File: config.mk
export PLATFORM = sky130hd
export DESIGN_NAME = fdc_fan_drive
export DESIGN_NICKNAME = d
export VERILOG_FILES = /design/src/fdc_fan_drive.v
export VERILOG_INCLUDE_DIRS = /design/src
export SDC_FILE = /design/constraint.sdc
export NUM_CORES = 1
export LEC_CHECK = 0
export ABC_AREA = 1
export BUFFER_PORTS_ARGS = -buffer_cell sky130_fd_sc_hd__buf_2
export CORE_ASPECT_RATIO = 1.4
export CORE_MARGIN = 2
export CORE_UTILIZATION = 55
export CTS_CLUSTER_DIAMETER = 80
export DETAILED_ROUTE_END_ITERATION = 8
export HOLD_SLACK_MARGIN = 0.03
export PLACE_DENSITY = 0.73
export SLEW_MARGIN = 0
export SYNTH_ARGS = -nofsm -noshare
export SYNTH_HDL_FRONTEND = slang
export SYNTH_SLANG_ARGS = --single-unit
File: constraint.sdc
create_clock -name CLK -period 15.3 [get_ports CLK]
set_input_delay 3.06 -clock CLK [delete_from_list [all_inputs] [get_ports CLK]]
set_output_delay 3.06 -clock CLK [all_outputs]
set_load 0.005 [all_outputs]
File: src/fdc_regs.vh
// Register map, field positions, reset values and timing counts of the fan drive block
// Assumes a 10 MHz system clock and word-aligned AXI4-Lite access
`ifndef FDC_REGS_VH
`define FDC_REGS_VH
`define FDC_IDX_SETTING 6'h00
`define FDC_IDX_CONFIG 6'h02
`define FDC_IDX_STEP 6'h07
`define FDC_IDX_VALID 6'h09
`define FDC_IDX_TARGET 6'h0c
`define FDC_IDX_READING 6'h0e
`define FDC_CFG_RAMP 15
`define FDC_CFG_BYPASS 14
`define FDC_CFG_DER_HI 13
`define FDC_CFG_DER_LO 12
`define FDC_CFG_WIN_HI 11
`define FDC_CFG_WIN_LO 10
`define FDC_CFG_POL 9
`define FDC_CFG_LOOP 7
`define FDC_CFG_RNG_HI 6
`define FDC_CFG_RNG_LO 5
`define FDC_CFG_UPD_HI 2
`define FDC_CFG_UPD_LO 0
`define FDC_CFG_RST 16'h342b
`define FDC_CFG_WMASK 16'hfeff
`define FDC_SET_WMASK 16'hffc0
`define FDC_STEP_RST 8'h10
`define FDC_VALID_RST 8'hf5
`define FDC_TARGET_RST 16'hffff
`define FDC_DRIVE_MAX 10'h3ff
`define FDC_PWM_TOP 10'h3fe
`define FDC_WIN_RPM_0 16'h0000
`define FDC_WIN_RPM_1 16'h0032
`define FDC_WIN_RPM_2 16'h0064
`define FDC_WIN_RPM_3 16'h00c8
`define FDC_UPD_MS_0 11'h064
`define FDC_UPD_MS_1 11'h0c8
`define FDC_UPD_MS_2 11'h12c
`define FDC_UPD_MS_3 11'h190
`define FDC_UPD_MS_4 11'h1f4
`define FDC_UPD_MS_5 11'h320
`define FDC_UPD_MS_6 11'h4b0
`define FDC_UPD_MS_7 11'h640
`define FDC_CLK_NS 100
`define FDC_MS_NS 1000000
`define FDC_TACH_REF_NS 100000
`define FDC_MS_CYCLES (`FDC_MS_NS / `FDC_CLK_NS)
`define FDC_TACH_REF_CYCLES (`FDC_TACH_REF_NS / `FDC_CLK_NS)
`define FDC_RESP_OKAY 2'b00
`define FDC_RESP_SLVERR 2'b10
`endif
File: src/fdc_fan_drive.v
// Fan drive configuration, drive control, tach measurement and PWM output
// Assumes synchronous TACH_IN and an AXI4-Lite master on the same clock
//
// The AXI4-Lite slave port was decided locally.
`timescale 1ns/1ps
`include "fdc_regs.vh"

module fdc_fan_drive #(
  parameter MS_CYCLES = `FDC_MS_CYCLES,
  parameter TACH_REF_CYCLES = `FDC_TACH_REF_CYCLES
) (
  input wire CLK,
  input wire RST_N,
  input wire [7:0] S_AXI_AWADDR,
  input wire S_AXI_AWVALID,
  output wire S_AXI_AWREADY,
  input wire [31:0] S_AXI_WDATA,
  input wire [3:0] S_AXI_WSTRB,
  input wire S_AXI_WVALID,
  output wire S_AXI_WREADY,
  output wire [1:0] S_AXI_BRESP,
  output wire S_AXI_BVALID,
  input wire S_AXI_BREADY,
  input wire [7:0] S_AXI_ARADDR,
  input wire S_AXI_ARVALID,
  output wire S_AXI_ARREADY,
  output wire [31:0] S_AXI_RDATA,
  output wire [1:0] S_AXI_RRESP,
  output wire S_AXI_RVALID,
  input wire S_AXI_RREADY,
  input wire TACH_IN,
  output wire PWM_OUT
);

  function mapped;
    input [5:0] idx;
    begin
      mapped = (idx == `FDC_IDX_SETTING) || (idx == `FDC_IDX_CONFIG) ||
               (idx == `FDC_IDX_STEP) || (idx == `FDC_IDX_VALID) ||
               (idx == `FDC_IDX_TARGET) || (idx == `FDC_IDX_READING);
    end
  endfunction

  function [10:0] upd_ms;
    input [2:0] sel;
    begin
      case (sel)
        3'h0: upd_ms = `FDC_UPD_MS_0;
        3'h1: upd_ms = `FDC_UPD_MS_1;
        3'h2: upd_ms = `FDC_UPD_MS_2;
        3'h3: upd_ms = `FDC_UPD_MS_3;
        3'h4: upd_ms = `FDC_UPD_MS_4;
        3'h5: upd_ms = `FDC_UPD_MS_5;
        3'h6: upd_ms = `FDC_UPD_MS_6;
        default: upd_ms = `FDC_UPD_MS_7;
      endcase
    end
  endfunction

  function [15:0] win_cnt;
    input [1:0] sel;
    begin
      case (sel)
        2'h0: win_cnt = `FDC_WIN_RPM_0;
        2'h1: win_cnt = `FDC_WIN_RPM_1;
        2'h2: win_cnt = `FDC_WIN_RPM_2;
        default: win_cnt = `FDC_WIN_RPM_3;
      endcase
    end
  endfunction

  // Multiply by 1, 2, 4 or 8 with saturation
  function [15:0] weight;
    input [15:0] raw;
    input [1:0] rng;
    reg [18:0] w;
    begin
      w = {3'h0, raw} << rng;
      weight = (w[18:16] != 3'h0) ? 16'hffff : w[15:0];
    end
  endfunction

  reg [15:0] config_reg;
  reg [9:0] setting_reg;
  reg [7:0] step_reg;
  reg [7:0] valid_reg;
  reg [15:0] target_reg;
  reg [15:0] reading_reg;
  reg [9:0] drive_reg;
  reg signed [17:0] prev_err_reg;
  reg aw_held_reg;
  reg [5:0] aw_idx_reg;
  reg w_held_reg;
  reg [15:0] wdata_reg;
  reg [1:0] wstrb_reg;
  reg bvalid_reg;
  reg [1:0] bresp_reg;
  reg rvalid_reg;
  reg [15:0] rdata_reg;
  reg [1:0] rresp_reg;
  reg [23:0] ms_cnt_reg;
  reg [10:0] upd_cnt_reg;
  reg [15:0] ref_cnt_reg;
  reg [15:0] period_reg;
  reg [2:0] tach_hist_reg;
  reg tach_filt_reg;
  reg tach_prev_reg;
  reg [9:0] pwm_cnt_reg;
  reg pwm_reg;

  wire ramp_en = config_reg[`FDC_CFG_RAMP];
  wire bypass = config_reg[`FDC_CFG_BYPASS];
  wire [1:0] derivative_option = config_reg[`FDC_CFG_DER_HI:`FDC_CFG_DER_LO];
  wire [1:0] win_sel = config_reg[`FDC_CFG_WIN_HI:`FDC_CFG_WIN_LO];
  wire polarity = config_reg[`FDC_CFG_POL];
  wire loop_en = config_reg[`FDC_CFG_LOOP];
  wire [1:0] rng = config_reg[`FDC_CFG_RNG_HI:`FDC_CFG_RNG_LO];
  wire [2:0] upd_sel = config_reg[`FDC_CFG_UPD_HI:`FDC_CFG_UPD_LO];

  // Output port assigns and bus write side
  assign S_AXI_AWREADY = !aw_held_reg && !bvalid_reg;
  assign S_AXI_WREADY = !w_held_reg && !bvalid_reg;
  assign S_AXI_BVALID = bvalid_reg;
  assign S_AXI_BRESP = bresp_reg;
  assign S_AXI_ARREADY = !rvalid_reg;
  assign S_AXI_RVALID = rvalid_reg;
  assign S_AXI_RRESP = rresp_reg;
  assign S_AXI_RDATA = {16'h0000, rdata_reg};
  assign PWM_OUT = pwm_reg;

  wire do_write = aw_held_reg && w_held_reg && !bvalid_reg;
  wire [15:0] lane_mask = {{8{wstrb_reg[1]}}, {8{wstrb_reg[0]}}};
  wire [15:0] cfg_merge = (config_reg & ~lane_mask) | (wdata_reg & lane_mask);
  wire [15:0] set_merge = ({setting_reg, 6'h00} & ~lane_mask) | (wdata_reg & lane_mask);
  wire [15:0] tgt_merge = (target_reg & ~lane_mask) | (wdata_reg & lane_mask);

  always @(posedge CLK) begin
    if (!RST_N) begin
      aw_held_reg <= 1'b0;
      aw_idx_reg <= 6'h00;
      w_held_reg <= 1'b0;
      wdata_reg <= 16'h0000;
      wstrb_reg <= 2'b00;
      bvalid_reg <= 1'b0;
      bresp_reg <= `FDC_RESP_OKAY;
      config_reg <= `FDC_CFG_RST;
      setting_reg <= 10'h000;
      step_reg <= `FDC_STEP_RST;
      valid_reg <= `FDC_VALID_RST;
      target_reg <= `FDC_TARGET_RST;
    end else begin
      if (S_AXI_AWVALID && S_AXI_AWREADY) begin
        aw_held_reg <= 1'b1;
        aw_idx_reg <= S_AXI_AWADDR[7:2];
      end
      if (S_AXI_WVALID && S_AXI_WREADY) begin
        w_held_reg <= 1'b1;
        wdata_reg <= S_AXI_WDATA[15:0];
        wstrb_reg <= S_AXI_WSTRB[1:0];
      end
      if (do_write) begin
        aw_held_reg <= 1'b0;
        w_held_reg <= 1'b0;
        bvalid_reg <= 1'b1;
        bresp_reg <= mapped(aw_idx_reg) ? `FDC_RESP_OKAY : `FDC_RESP_SLVERR;
        case (aw_idx_reg)
          `FDC_IDX_CONFIG: config_reg <= cfg_merge & `FDC_CFG_WMASK;
          `FDC_IDX_SETTING: begin
            if (!loop_en)
              setting_reg <= set_merge[15:6];
          end
          `FDC_IDX_STEP: begin
            if (wstrb_reg[0])
              step_reg <= wdata_reg[7:0];
          end
          `FDC_IDX_VALID: begin
            if (wstrb_reg[0])
              valid_reg <= wdata_reg[7:0];
          end
          `FDC_IDX_TARGET: target_reg <= tgt_merge;
          default: begin
          end
        endcase
      end else if (bvalid_reg && S_AXI_BREADY) begin
        bvalid_reg <= 1'b0;
      end
    end
  end

  // Bus read side
  always @(posedge CLK) begin
    if (!RST_N) begin
      rvalid_reg <= 1'b0;
      rdata_reg <= 16'h0000;
      rresp_reg <= `FDC_RESP_OKAY;
    end else if (S_AXI_ARVALID && !rvalid_reg) begin
      rvalid_reg <= 1'b1;
      rresp_reg <= mapped(S_AXI_ARADDR[7:2]) ? `FDC_RESP_OKAY : `FDC_RESP_SLVERR;
      case (S_AXI_ARADDR[7:2])
        `FDC_IDX_CONFIG: rdata_reg <= config_reg & `FDC_CFG_WMASK;
        `FDC_IDX_SETTING: rdata_reg <= {loop_en ? drive_reg : setting_reg, 6'h00};
        `FDC_IDX_STEP: rdata_reg <= {8'h00, step_reg};
        `FDC_IDX_VALID: rdata_reg <= {8'h00, valid_reg};
        `FDC_IDX_TARGET: rdata_reg <= target_reg;
        `FDC_IDX_READING: rdata_reg <= reading_reg;
        default: rdata_reg <= 16'h0000;
      endcase
    end else if (rvalid_reg && S_AXI_RREADY) begin
      rvalid_reg <= 1'b0;
    end
  end

  // Millisecond divider and update interval
  wire ms_tick = (ms_cnt_reg == MS_CYCLES - 1);
  wire upd_tick = ms_tick && (upd_cnt_reg >= upd_ms(upd_sel) - 11'h001);

  always @(posedge CLK) begin
    if (!RST_N) begin
      ms_cnt_reg <= 24'h000000;
      upd_cnt_reg <= 11'h000;
    end else begin
      ms_cnt_reg <= ms_tick ? 24'h000000 : ms_cnt_reg + 24'h000001;
      if (upd_tick)
        upd_cnt_reg <= 11'h000;
      else if (ms_tick)
        upd_cnt_reg <= upd_cnt_reg + 11'h001;
    end
  end

  // Tach filter and period measurement
  wire tach_level = bypass ? TACH_IN : tach_filt_reg;
  wire ref_tick = (ref_cnt_reg == TACH_REF_CYCLES - 1);

  always @(posedge CLK) begin
    if (!RST_N) begin
      tach_hist_reg <= 3'h0;
      tach_filt_reg <= 1'b0;
      tach_prev_reg <= 1'b0;
      ref_cnt_reg <= 16'h0000;
      period_reg <= 16'h0000;
      reading_reg <= 16'hffff;
    end else begin
      tach_hist_reg <= {tach_hist_reg[1:0], TACH_IN};
      if (tach_hist_reg == 3'h7)
        tach_filt_reg <= 1'b1;
      else if (tach_hist_reg == 3'h0)
        tach_filt_reg <= 1'b0;
      tach_prev_reg <= tach_level;
      ref_cnt_reg <= ref_tick ? 16'h0000 : ref_cnt_reg + 16'h0001;
      if (tach_level && !tach_prev_reg) begin
        reading_reg <= weight(period_reg, rng);
        period_reg <= 16'h0000;
      end else if (ref_tick && period_reg != 16'hffff) begin
        period_reg <= period_reg + 16'h0001;
      end else if (period_reg == 16'hffff) begin
        reading_reg <= 16'hffff;
      end
    end
  end

  // Closed-loop next drive
  wire [15:0] valid_limit = weight({valid_reg, 8'h00}, rng);
  wire stalled = reading_reg > valid_limit;
  wire signed [17:0] err = $signed({2'b00, reading_reg}) - $signed({2'b00, weight(target_reg, rng)});
  wire signed [17:0] win = $signed({2'b00, win_cnt(win_sel)});
  wire signed [17:0] step_s = $signed({10'h000, step_reg});
  reg signed [17:0] delta;
  reg signed [17:0] sum;
  reg [9:0] loop_next;

  always @* begin
    delta = err >>> 2;
    case (derivative_option)
      2'h0: delta = err >>> 2;
      default: delta = (err >>> 2) + (err - prev_err_reg);
    endcase
    if (derivative_option != 2'h2) begin
      if (delta > step_s)
        delta = step_s;
      else if (delta < -step_s)
        delta = -step_s;
    end
    sum = $signed({8'h00, drive_reg}) + delta;
    if (stalled)
      loop_next = `FDC_DRIVE_MAX;
    else if (err <= win && err >= -win)
      loop_next = drive_reg;
    else if (sum < 0)
      loop_next = 10'h000;
    else if (sum > $signed({8'h00, `FDC_DRIVE_MAX}))
      loop_next = `FDC_DRIVE_MAX;
    else
      loop_next = sum[9:0];
  end

  // Manual ramp next drive
  wire [9:0] step10 = {2'b00, step_reg};
  reg [9:0] ramp_next;

  always @* begin
    ramp_next = setting_reg;
    if (setting_reg > drive_reg && setting_reg - drive_reg > step10)
      ramp_next = drive_reg + step10;
    else if (setting_reg < drive_reg && drive_reg - setting_reg > step10)
      ramp_next = drive_reg - step10;
  end

  always @(posedge CLK) begin
    if (!RST_N) begin
      drive_reg <= 10'h000;
      prev_err_reg <= 18'sh00000;
    end else if (loop_en) begin
      if (upd_tick) begin
        drive_reg <= loop_next;
        prev_err_reg <= err;
      end
    end else if (ramp_en) begin
      if (upd_tick)
        drive_reg <= ramp_next;
    end else begin
      drive_reg <= setting_reg;
    end
  end

  // PWM output, period of 1023 clocks
  always @(posedge CLK) begin
    if (!RST_N) begin
      pwm_cnt_reg <= 10'h000;
      pwm_reg <= 1'b0;
    end else begin
      pwm_cnt_reg <= (pwm_cnt_reg == `FDC_PWM_TOP) ? 10'h000 : pwm_cnt_reg + 10'h001;
      pwm_reg <= (pwm_cnt_reg < drive_reg) ^ polarity;
    end
  end

endmodule

**After elaboration in Yosys (flattened, before gate mapping)**

Index checks and enable logic that the tools add are counted.

- Register bits: 231
- Latch bits: 0
- RAM bits: 0
- Bits in read-only memories: 0
- Memories: 0

- Add/sub/neg operators: 16
- Multipliers: 0
- Divide/modulo/power cells: 0
- $lt $le $gt $ge: 13
- Equal/unequal tests: 29
- Shifts and indexed selects: 3
- Multiplexer cells: 33
- Bitwise logic cells: 11
- Reductions and logical operators: 57

Operators with widths:

| kind | count |
|---|---|
| 2-to-1 mux 10 bit | 11 |
| 2-to-1 mux 16 bit | 6 |
| one-hot mux 16 bit (6 select lines) | 1 |
| one-hot mux 11 bit (7 select lines) | 1 |
| 2-to-1 mux 18 bit | 4 |
| AND 16 bit | 4 |
| left shift 16 x 2 -> 19 bit | 3 |
| OR 16 bit | 3 |
| equality test 6 x 4 -> 1 bit (second input constant) | 6 |
| adder 16 x 1 -> 16 bit (second input constant) | 2 |
| adder 24 x 1 -> 24 bit (second input constant) | 1 |
| equality test 24 x 14 -> 1 bit (second input constant) | 1 |
| one-hot mux 8 bit (3 select lines) | 1 |
| greater-than comparator 10 x 8 -> 1 bit | 2 |
| less-than comparator 10 bit | 2 |
| subtractor 10 bit | 2 |
| adder 11 x 18 -> 18 bit | 1 |
| adder 15 x 18 -> 18 bit | 1 |
| >= comparator 17 x 18 -> 1 bit | 1 |
| greater-than comparator 18 x 11 -> 1 bit (second input constant) | 1 |
| greater-than comparator 18 x 9 -> 1 bit | 1 |
| less-than comparator 18 x 1 -> 1 bit (second input constant) | 1 |
| less-than comparator 18 bit | 1 |
| negation 16 -> 18 bit | 1 |
| other kinds (42) | 104 |

**Logic depth before layout (Yosys ltp)**

- Word-level depth: 19
- Mapped depth: 73

**Worst setup path before layout**

OpenSTA, ideal clock, no wires.

- Path type: reg-to-reg
- From: reg with a tool-made name
- To: reg drive_reg[9]
- Setup time: 0.068 ns
- Arrival time: 8.062 ns
- Path slack: 7.170 ns
- Cell stages (with the launch flop): 59
- Buffers on the path: 2
- Period minus slack after synthesis: 8.130 ns
- Path through: dfxtp_1 clkbuf_1 clkinv_1 clkbuf_1 nand3_1 nand2_1 ha_1 fa_1 o21ai_2 a31o_2 xor2_1 inv_1 fa_1 inv_1 ha_1 a21oi_2 o21bai_1 a21oi_1 [23 not listed] nand3_1 nand2_1 a21oi_1 o21ai_0 a21o_1 a21oi_1 nor2_1 o21ai_0 o21ai_0 a21oi_1 nand2_1 nand2_1 nor2_1 nand3_1 nand2_4 nand3_1 nand2_1 a21oi_2

RTL lines:

| element | RTL line | RTL |
|---|---|---|
| to (signal assigned) | fdc_fan_drive.v:314 | `drive_reg <= loop_next;` |
| to (signal assigned) | fdc_fan_drive.v:319 | `drive_reg <= ramp_next;` |
| to (signal assigned) | fdc_fan_drive.v:321 | `drive_reg <= setting_reg;` |
| to (decl) | fdc_fan_drive.v:89 | `reg [9:0] drive_reg;` |

==> impl_metrics.ini <==
[sta]
period_share_pct = 69.96
rsz0062_at_grt = false
setup_violations = 0
fin_crit_ns = 10.70
worst_slack_ns = 4.597
tightest_slew_ns = 1.291
finalMaxSlewViolations = 0
fmax_ghz = 0.09343
relSlewSlack_pct = 13.63
tns_ns = 0
skew_ns = 0.01375
finalHoldViolations = 0

[grt]
overflow = 0
antenna_found_initial = 0
grt_pass1_vias = 17120
grt_max_degree = 109
grt_pass1_wl_um = 84000
track_usage_pct = 30.29

[cts]
cts_max_path_buffers = 3
cts_tree = built
numCtsBuffers = 25
root_buffer = clkbuf_16
cts_hold_buf = 0
cts-resized-gates = 0
postCtsSetupBuffers = 0
clk_pin_slew_ns = 0.07
h-tree-depth = 1
clk_latency_ns = 0.55
clock_sinks = 229

[final_layout]
final_nets = 2936
n_fill_cell = 3085
final_core_util_pct = 60.28
drive_above_1_share_pct = 6.935
num_antenna_cells = 0
area_delta_synth_final_pct = 8.125

[drt]
vias_per_cell = 5.673
drt_iter0_drc = 1171
wl_met1_um = 20400
final_antenna_net_count = 0
wl_um = 52020
drc = 0
top_layer_used = met4
post_drt_wl_per_cell_um = 16.66
drt_first_pass_iters = 5
wl_met3_um = 2819
dr_wl_met2_um = 25970
vias = 17710

[power_and_ir_drop]
total_leakage_power_nw = 9.152
total_power_mw = 1.692
seqPwrFrac_pct = 36.8
swShare_pct = 31.93
combPwrFrac_pct = 23.8
power_density_nw_per_um2 = 86.61
internal_power_mw = 1.151
power_switching_mw = 0.5401
irDropWorstVdd_v = 0.0001030
clockPowerShare_pct = 39.4

[place]
dp_hpwl_um = 40410
gp_congestion = 0.9635
dp_worst_setup_slack_ns = 4.761
io_buffers = 61

[synth]
ys_async_sr_fraction_pct = 0
yosys.area_share.simple_pct = 24.77
yosys-top-cells-count = nand2_1 (479), inv_1 (365), a21oi_1 (252), dfxtp_1 (229), nor2_1 (228)
synth_compound_gate_area_share_pct = 20.30
ys_ff_latch = 229
syn_inst = 2643
synthFlopType = dfxtp_1
synth.avg_cell_area_um2 = 6.834
synth_sequential_area_ratio_pct = 25.38
yosysTopAreaCellShare_pct = 25.38
syn_area_um2 = 18060
synth_top_area_cell = dfxtp_1
synthXorXnorAreaFrac_pct = 3.491
ys_types = 63
yosys_warnings = 0
synth-adder-area-share_pct = 15.63
synth.mux.area_fraction_pct = 0.2771
synth_edf_count = 0
yosysMostFrequentCell = nand2_1
synthTopCellsByArea = dfxtp_1 (25%), ha_1 (13%), nand2_1 (10%)
synth_top_family_by_area = simple AND/OR/NAND/NOR gates

[job]
maxCapViolCount = 0

[outcome]
status = completed

[die]
fp.dieArea_um2 = 34330
coreArea_um2 = 32400
die_h_um = 218.4
ioPinCount = 102
fp-row-count = 78
initial_core_util_pct = 55.75
die_x_um = 157.2

[worst_setup_path]
start_kind = flip-flop
slowest_delay_ns = 0.83
cpMostUsedCell = nand2_1
worstSetupEndpointType = flip-flop
crit_family = compound AO/OA/AOI/OAI gates
crit_type = reg2reg
cp.arrival_ns = 11.11
critPathSlowestCell = clkinv_1
path_max_fanout = 46
path_buf_inv = 7
required_ns = 15.71

[worst_hold_path]
hold_class = reg2reg
==> path summary, 6_finish.rpt <==
path | endpoint | cells past startpoint | slack (ns) | from
worst min-delay path | ms_cnt_reg[0] | 1 | 0.45 | ms_cnt_reg[0]
worst min register to register | ms_cnt_reg[0] | 1 | 0.45 | ms_cnt_reg[0]
worst max register to register | drive_reg[0] | 59 | 4.60 | flip-flop
worst max-delay path | drive_reg[0] | 59 | 4.60 | flip-flop
==> cells by family (layout without fill, tap and decap cells) <==
kind of cell,Yosys count,after routing
other cells,1,18
mux,5,5
compound gates,641,641
flops,229,229
fa+ha+maj,213,213
xor+xnor,72,72
simple gates,1017,1017
buf+inv,465,487
==> metrics by stage <==
| stage | hold WS (ns) | cell area, um2 | instances |
|---|---|---|---|
| detailed placement | 0.4365 | 18620 | 3076 |
| floorplan | 0.4176 | 18130 | 2660 |
| global placement | 0.4259 | 18620 | 3076 |
| CTS | 0.4484 | 19530 | 3122 |
| finish | 0.4488 | 19530 | 3122 |
| global route | 0.4645 | 19530 | 3122 |
==> power by group through the flow <==
stage	sequential (mW)	combinational, mW	clock [mW]
2_1_floorplan	0.629	0.318	0
3_3_place_gp	0.635	0.388	0
3_5_place_dp	0.635	0.398	0
4_1_cts	0.622	0.401	0.678
5_1_grt	0.623	0.455	0.697
6_report	0.623	0.402	0.666
==> layout by cell type (no fill, tap or decap), drive strengths merged, types with 21 or more instances in the layout <==
cell / synthesis / layout
dfxtp: 229 / 229
a21oi: 266 / 266
inv: 368 / 370
clkbuf: 66 / 28
o21bai: 22 / 22
xor2: 58 / 58
nor2: 233 / 233
fa: 21 / 21
nand3: 118 / 118
nand2: 503 / 503
nor3: 79 / 79
nor4: 23 / 23
ha: 192 / 192
o21ai: 225 / 225
nand4: 30 / 30
o211ai: 26 / 26
buf: 27 / 69
==> cell type report <==
cell class	instances	area, um2	area share (%)
Clock buffer	28	656.9	3.363
Clock inverter	18	255.2	1.307
Multi-Input combinational cell	1966	11720	59.99
Timing Repair Buffer	69	367.9	1.883
Tap cell	440	550.5	2.819
Inverter	372	1398	7.156
Sequential cell	229	4586	23.48
==> metal layers <==
| layer | vias up | track usage [%] |
|---|---|---|
| li1 | 8862 | - |
| met1 | 8140 | 34.68 |
| met2 | 542 | 55.01 |
| met3 | 166 | 3.292 |
| met4 | 0 | 15.55 |
| met5 | - | 0 |
(Power assumes the default switching activity.)
